**src/logic/expander_pkg.sv**
```systemverilog
// constants shared by the port expander slave and its testbench
// assumes an i2c bus sampled by a fast system clock
package expander_pkg;

  // ----------------------------------------
  // bus addressing
  // ----------------------------------------
  localparam logic [3:0] ADDR_BASE = 4'h7;
  localparam logic [7:0] PTR_INPUT = 8'h00;
  localparam logic [1:0] IDX_INPUT = 2'h0;
  localparam logic [1:0] IDX_OUTPUT = 2'h1;
  localparam logic [1:0] IDX_POLARITY = 2'h2;
  localparam logic [1:0] IDX_CONFIG = 2'h3;

  // ----------------------------------------
  // values after reset, and the bits per byte
  // ----------------------------------------
  localparam logic [7:0] RST_OUTPUT = 8'hff;
  localparam logic [7:0] RST_POLARITY = 8'h00;
  localparam logic [7:0] RST_CONFIG = 8'hff;
  localparam logic [7:0] RST_POINTER = 8'h00;
  localparam logic [3:0] BITS_PER_BYTE = 4'h8;

  // ----------------------------------------
  // slave states
  // ----------------------------------------
  typedef enum logic [5:0] {
    ST_IDLE  = 6'b00_0001,
    ST_RECV  = 6'b00_0010,
    ST_ACK   = 6'b00_0100,
    ST_SEND  = 6'b00_1000,
    ST_RACK  = 6'b01_0000,
    ST_OTHER = 6'b10_0000
  } slave_state_e;

endpackage

```
**src/logic/sync_two_flop.sv**
```systemverilog
// two flip-flop synchroniser for signals from outside the clock domain
// assumes inputs may change at any time relative to clock_in
`timescale 1ns/1ps
module sync_two_flop #(
  parameter int WIDTH = 1,
  parameter logic [WIDTH-1:0] RESET_VALUE = '0
) (
  input wire logic clock_in,
  input wire logic sys_rst_in,
  input wire logic [WIDTH-1:0] async_in,
  output logic [WIDTH-1:0] sync_out
);

  logic [WIDTH-1:0] stage_one;

  // first stage feeds only the second
  always_ff @(posedge clock_in or posedge sys_rst_in) begin
    if (sys_rst_in) begin
      stage_one <= RESET_VALUE;
      sync_out <= RESET_VALUE;
    end else begin
      stage_one <= async_in;
      sync_out <= stage_one;
    end
  end

endmodule

```
**src/logic/expander_input_change_interrupt.sv**
```systemverilog
// eight-line i2c port expander with change alert
// assumes scl, sda, address straps and port lines arrive asynchronously;
// sda and the alert are open drain, resolved outside from the enables
`timescale 1ns/1ps

module expander_input_change_interrupt
  import expander_pkg::*;
(
  input wire logic clock_in,
  input wire logic sys_rst_in,
  input wire logic scl_in,
  input wire logic sda_in,
  output logic sda_out,
  output logic sda_oe_out,
  input wire logic [2:0] addr_strap_in,
  input wire logic [7:0] expander_port_lines_in,
  output logic [7:0] expander_port_lines_out,
  output logic [7:0] expander_port_lines_oe_out,
  output logic alert_n_out,
  output logic alert_n_oe_out
);

  // ----------------------------------------
  // synchronisers
  // ----------------------------------------
  logic scl_s;
  logic sda_s;
  logic [2:0] strap_s;
  logic [7:0] pins_s;

  sync_two_flop #(.WIDTH(2), .RESET_VALUE(2'b11)) bus_sync (
    .clock_in(clock_in),
    .sys_rst_in(sys_rst_in),
    .async_in({scl_in, sda_in}),
    .sync_out({scl_s, sda_s})
  );

  sync_two_flop #(.WIDTH(11), .RESET_VALUE(11'h000)) pin_sync (
    .clock_in(clock_in),
    .sys_rst_in(sys_rst_in),
    .async_in({addr_strap_in, expander_port_lines_in}),
    .sync_out({strap_s, pins_s})
  );

  // ----------------------------------------
  // bus edges and conditions
  // ----------------------------------------
  logic scl_d;
  logic sda_d;
  logic scl_rise;
  logic scl_fall;
  logic start_seen;
  logic stop_seen;

  always_ff @(posedge clock_in or posedge sys_rst_in) begin
    if (sys_rst_in) begin
      scl_d <= 1'b1;
      sda_d <= 1'b1;
    end else begin
      scl_d <= scl_s;
      sda_d <= sda_s;
    end
  end

  assign scl_rise = scl_s && !scl_d;
  assign scl_fall = !scl_s && scl_d;
  assign start_seen = scl_s && scl_d && sda_d && !sda_s;
  assign stop_seen = scl_s && scl_d && !sda_d && sda_s;

  // ----------------------------------------
  // registers
  // ----------------------------------------
  slave_state_e state;
  logic [3:0] bit_cnt;
  logic [7:0] shift_in;
  logic [7:0] tx_byte;
  logic addr_phase;
  logic cmd_phase;
  logic rw_bit;
  logic master_acked;
  logic [7:0] pointer;
  logic [7:0] out_reg;
  logic [7:0] pol_reg;
  logic [7:0] cfg_reg;
  logic [7:0] snapshot;
  logic input_read;
  logic foreign_read_ack;
  logic [7:0] rd_value;
  logic [7:0] next_tx;

  // read data chosen by the pointer's low bits
  always_comb begin
    unique case (pointer[1:0])
      IDX_INPUT: rd_value = pins_s ^ pol_reg;
      IDX_OUTPUT: rd_value = out_reg;
      IDX_POLARITY: rd_value = pol_reg;
      IDX_CONFIG: rd_value = cfg_reg;
    endcase
  end

  assign next_tx = rd_value;

  // ----------------------------------------
  // i2c slave state machine
  // ----------------------------------------
  always_ff @(posedge clock_in or posedge sys_rst_in) begin
    if (sys_rst_in) begin
      state <= ST_IDLE;
      bit_cnt <= 4'h0;
      shift_in <= 8'h00;
      tx_byte <= 8'h00;
      addr_phase <= 1'b0;
      cmd_phase <= 1'b0;
      rw_bit <= 1'b0;
      master_acked <= 1'b0;
      pointer <= RST_POINTER;
      out_reg <= RST_OUTPUT;
      pol_reg <= RST_POLARITY;
      cfg_reg <= RST_CONFIG;
      sda_oe_out <= 1'b0;
      input_read <= 1'b0;
      foreign_read_ack <= 1'b0;
    end else begin
      input_read <= 1'b0;
      foreign_read_ack <= 1'b0;
      if (start_seen) begin
        state <= ST_RECV;
        bit_cnt <= 4'h0;
        addr_phase <= 1'b1;
        cmd_phase <= 1'b0;
        sda_oe_out <= 1'b0;
      end else if (stop_seen) begin
        state <= ST_IDLE;
        sda_oe_out <= 1'b0;
      end else if (scl_rise) begin
        unique case (state)
          ST_RECV: begin
            shift_in <= {shift_in[6:0], sda_s};
            bit_cnt <= bit_cnt + 4'h1;
          end
          ST_RACK: begin
            if (sda_s) begin
              state <= ST_IDLE;
            end
            master_acked <= !sda_s;
          end
          ST_OTHER: begin
            // any other target acking a read address, pointer at 00h
            if (!sda_s && rw_bit && pointer == PTR_INPUT) begin
              foreign_read_ack <= 1'b1;
            end
            state <= ST_IDLE;
          end
          default: begin
          end
        endcase
      end else if (scl_fall) begin
        unique case (state)
          ST_RECV: begin
            if (bit_cnt == BITS_PER_BYTE) begin
              bit_cnt <= 4'h0;
              if (addr_phase) begin
                rw_bit <= shift_in[0];
                if (shift_in[7:1] == {ADDR_BASE, strap_s}) begin
                  state <= ST_ACK;
                  sda_oe_out <= 1'b1;
                end else begin
                  addr_phase <= 1'b0;
                  state <= ST_OTHER;
                end
              end else if (cmd_phase) begin
                // a bare pointer write of 00h only loads the pointer; it does not count as a read
                pointer <= shift_in;
                cmd_phase <= 1'b0;
                state <= ST_ACK;
                sda_oe_out <= 1'b1;
              end else begin
                unique case (pointer[1:0])
                  IDX_OUTPUT: out_reg <= shift_in;
                  IDX_POLARITY: pol_reg <= shift_in;
                  IDX_CONFIG: cfg_reg <= shift_in;
                  default: begin
                  end
                endcase
                state <= ST_ACK;
                sda_oe_out <= 1'b1;
              end
            end
          end
          ST_ACK: begin
            if (addr_phase && rw_bit) begin
              state <= ST_SEND;
              tx_byte <= {next_tx[6:0], 1'b0};
              sda_oe_out <= !next_tx[7];
              bit_cnt <= 4'h1;
              input_read <= (pointer[1:0] == IDX_INPUT);
            end else begin
              state <= ST_RECV;
              cmd_phase <= addr_phase;
              sda_oe_out <= 1'b0;
            end
            addr_phase <= 1'b0;
          end
          ST_SEND: begin
            if (bit_cnt == BITS_PER_BYTE) begin
              state <= ST_RACK;
              sda_oe_out <= 1'b0;
              master_acked <= 1'b0;
            end else begin
              sda_oe_out <= !tx_byte[7];
              tx_byte <= {tx_byte[6:0], 1'b0};
              bit_cnt <= bit_cnt + 4'h1;
            end
          end
          ST_RACK: begin
            if (master_acked) begin
              state <= ST_SEND;
              tx_byte <= {next_tx[6:0], 1'b0};
              sda_oe_out <= !next_tx[7];
              bit_cnt <= 4'h1;
              input_read <= (pointer[1:0] == IDX_INPUT);
            end
          end
          default: begin
          end
        endcase
      end
    end
  end

  // ----------------------------------------
  // input snapshot and change alert
  // ----------------------------------------
  logic [7:0] pins_prev;
  logic alert;
  logic [7:0] differs;
  logic changed;

  // only lines set as inputs can raise the alert
  assign differs = (pins_s ^ snapshot) & cfg_reg;
  assign changed = |((pins_s ^ pins_prev) & cfg_reg);

  always_ff @(posedge clock_in or posedge sys_rst_in) begin
    if (sys_rst_in) begin
      snapshot <= 8'h00;
      pins_prev <= 8'h00;
    end else begin
      pins_prev <= pins_s;
      if (input_read) begin
        snapshot <= pins_s;
      end
    end
  end

  // set wins over every release so a change is never lost
  always_ff @(posedge clock_in or posedge sys_rst_in) begin
    if (sys_rst_in) begin
      alert <= 1'b0;
    end else if (changed && |differs) begin
      alert <= 1'b1;
    end else if (input_read) begin
      alert <= 1'b0;
    end else if (~|differs) begin
      alert <= 1'b0;
    end else if (foreign_read_ack) begin
      alert <= 1'b0;
    end
  end

  // ----------------------------------------
  // pin drivers
  // ----------------------------------------
  always_ff @(posedge clock_in or posedge sys_rst_in) begin
    if (sys_rst_in) begin
      alert_n_oe_out <= 1'b0;
      expander_port_lines_out <= RST_OUTPUT;
      expander_port_lines_oe_out <= 8'h00;
    end else begin
      alert_n_oe_out <= alert;
      expander_port_lines_out <= out_reg;
      expander_port_lines_oe_out <= ~cfg_reg;
    end
  end

  // open-drain lines only ever pull low
  always_ff @(posedge clock_in or posedge sys_rst_in) begin
    if (sys_rst_in) begin
      sda_out <= 1'b0;
      alert_n_out <= 1'b0;
    end else begin
      sda_out <= 1'b0;
      alert_n_out <= 1'b0;
    end
  end

endmodule

```
**config.mk**
```make
export PLATFORM = sky130hd
export DESIGN_NAME = expander_input_change_interrupt
export DESIGN_NICKNAME = d
export VERILOG_FILES = /design/src/logic/expander_pkg.sv /design/src/logic/sync_two_flop.sv /design/src/logic/expander_input_change_interrupt.sv
export SDC_FILE = /design/constraint.sdc
export NUM_CORES = 1
export LEC_CHECK = 0
export BUFFER_PORTS_ARGS = -buffer_cell sky130_fd_sc_hd__buf_4
export CAP_MARGIN = 0
export CORE_UTILIZATION = 57
export DETAILED_ROUTE_END_ITERATION = 8
export HOLD_SLACK_MARGIN = 0.02
export MAX_ROUTING_LAYER = met4
export PLACE_DENSITY = 0.76
export SYNTH_ARGS = -nofsm -noshare
export SYNTH_HDL_FRONTEND = slang
export SYNTH_SLANG_ARGS = --single-unit
```
**constraint.sdc**
```tcl
create_clock -name clock_in -period 5 [get_ports clock_in]
set_input_delay 1 -clock clock_in [delete_from_list [all_inputs] [get_ports clock_in]]
set_output_delay 1 -clock clock_in [all_outputs]
set_load 0.01 [all_outputs]
```
==> qor.yml <==
timing:
  max_clock_freq_mhz: 374
  fin_ws_ns: 2.32
  final.period_utilization_pct: 53.5
  drv_slew: 0
  hold_viol_final: 0
  rsz0062_at_grt: "no"
  period_minus_slack_ns: 2.68
  fin_worst_skew_ns: 0.0118
  fin_tns_setup_ns: 0
  worst_pin_slew_ns: 0.852
  setup_violations: 0
  slew_headroom_pct: 43.2
floorplanning:
  num_rows: 35
  die_x_um: 101
  die_y_um: 101
  ios: 35
  dieArea_um2: 10100
  initial_core_util_pct: 59.5
  core_area_um2: 9330
setup_path:
  critical_path_class: "reg2reg"
  arrival_ns: 3.07
  critPathCaptureType: "flip-flop"
  required_ns: 5.40
  cp-start-kind: "flip-flop"
  crit_fanout: 15
synth:
  yosysTopAreaCell: "dfrtp_1"
  yosys_most_used_dff: "dfrtp_1"
  synthCells: 431
  synth_warnings: 0
  synth_top_family_by_area: "multiplexers"
  synth_xor_area_share_pct: 4.74
  avgSynthCellArea_um2: 12.9
  seq_area_frac_synth_pct: 57.5
  ys_async_sr_fraction_pct: 100
  synth_fa_ha_area_share_pct: 1.13
  muxShareOfSynthArea_pct: 14.8
  synth_top_area_share_pct: 42.9
  syn_area_um2: 5550
  synth_compound_area_share_pct: 7.47
  synth.distinct_cells: 59
  synthTopCellsByArea: "dfrtp_1 43%, dfstp_2 15%, mux2_2 13%"
  synth_edf_count: 0
  synthSimpleGateAreaFrac_pct: 11.3
  synth-seq-cells: 126
placement:
  placed_area_um2: 5870
  io_buffers: 32
  pre_cts_slack_ns: 2.37
  hpwl_mm: 7.57
  gp_congestion: 0.946
power_and_ir_drop:
  p_per_area_nw_per_um2: 433
  peakVddDrop_v: 0.000280
  p_leak_nw: 2.84
layout:
  postLayoutCellArea_um2: 6470
  layout.cells.most_common: "dfrtp_1"
  num_antenna_cells: 0
  area_growth_pct: 16.6
  top_regs: "pin_sync.stage_one x11, pin_sync.sync_out x11"
  final_cell_mix: "95 x dfrtp_1, 62 x mux2_2, 34 x buf_4"
  nNetsFinal: 486
  drive_gt1_share_pct: 35.9
global_route:
  grt_max_degree: 67
  grt_usage_pct: 25.4
  grt_antenna_before_repair: 0
  first_global_vias: 3495
  grt_pass1_wl_mm: 18.2
  globalRouteOverflowTotal: 0
clock_network:
  cts_buffer_depth: 2
  clk_pin_slew_ns: 0.06
  clock_sinks: 126
  cts_resized: 0
  cts_tree: "done"
  cts-root-buf: "clkbuf_8"
  hold_buffers: 0
  insertion_delay_ns: 0.52
  cts_setup_buffers: 0
  cts_made_buffers: 17
  h-tree-depth: 4
routing:
  drt-initial-drc-count: 209
  routedWlPerCell_um: 18.7
  via_per_inst: 5.78
  firstDrtPassIters: 4
  drt_wl_total_mm: 11.4
  vias: 3515
  drc_errors: 0
  ant_nets: 0
run:
  drv_cap: 0
min_path:
  hp-class: "reg2reg"
run_status:
  status: "finished clean"
-- layer usage --
layer	share of wire [%]	vias up	GRT usage, %
li1	-	1602	-
met1	47	1799	33.7
met2	47	94	37.8
met3	4.7	20	7.28
met4	1.5	0	8.47
met5	0	-	-
-- per-stage QoR --
| stage | power (mW) | cells | utilization (%) | hold WS (ns) |
|---|---|---|---|---|
| 2_1_floorplan | 1.48 | 432 | - | 0.331 |
| 3_3_place_gp | 1.57 | 576 | 62.9 | 0.332 |
| 3_5_place_dp | 1.58 | 576 | 62.9 | 0.336 |
| 4_1_cts | 2.82 | 608 | 69.3 | 0.350 |
| 5_1_grt | 2.91 | 608 | 69.3 | 0.358 |
| 6_report | 2.80 | 608 | 69.3 | 0.350 |
-- worst max-delay path: stages (launching register included) --
cell	delay, ns
dfstp_2	0.54
inv_1	0.04
ha_1	0.38
inv_1	0.27
o31ai_2	0.13
or4b_4	0.51
a31oi_4	0.30
mux2_2	0.38
-- synth_stat cells, types with 5 or more instances --
library cell and instances:
xor2_1 18, and3b_1 5, inv_1 17, ha_1 5
nor2_1 15, dfrtp_1 95, clkbuf_1 9, o21ai_0 15
buf_2 5, nand3_1 6, xnor2_1 12, nand2b_1 12
mux2_2 62, nand2_1 23, and3_1 5, nor3_1 7
dfstp_2 31, mux2i_1 12
-- worst paths after layout --
| path | slack, ns | cells after the start | to | startpoint |
|---|---|---|---|---|
| worst max register to register | 2.32 | 7 | state[1] | scl_d |
| worst min register to register | 0.35 | 0 | pin_sync.sync_out[8] | pin_sync.stage_one[8] |
| worst min-delay path | 0.35 | 0 | pin_sync.sync_out[8] | pin_sync.stage_one[8] |
| max in group asynchronous | 3.41 | 3 | cfg_reg[6] | sys_rst_in |
| min in group asynchronous | 0.62 | 2 | pin_sync.stage_one[1] | sys_rst_in |
| worst max-delay path | 2.32 | 7 | state[1] | scl_d |
-- cell families after synthesis --
| group | count (synthesis) |
|---|---|
| fa+ha+maj | 5 |
| other cells | 1 |
| compound gates | 56 |
| mux | 74 |
| flops | 126 |
| buf+inv | 36 |
| xor+xnor | 30 |
| simple gates | 103 |
-- power breakdown --
part           switching, mW  internal [mW]
Clock                  0.493          0.742
Sequential             0.107           1.11
Combinational          0.186          0.165
-- layout make-up --
cell class | instances | area, um^2
timing repair buffer | 34 | 255
fill | 643 | 2860
multi-input combinational | 270 | 2190
clock buffer | 18 | 428
sequential | 126 | 3190
inverter | 17 | 66.3
clock inverter | 14 | 170
tap | 129 | 161
No activity file was read; power rests on OpenSTA's default activity.
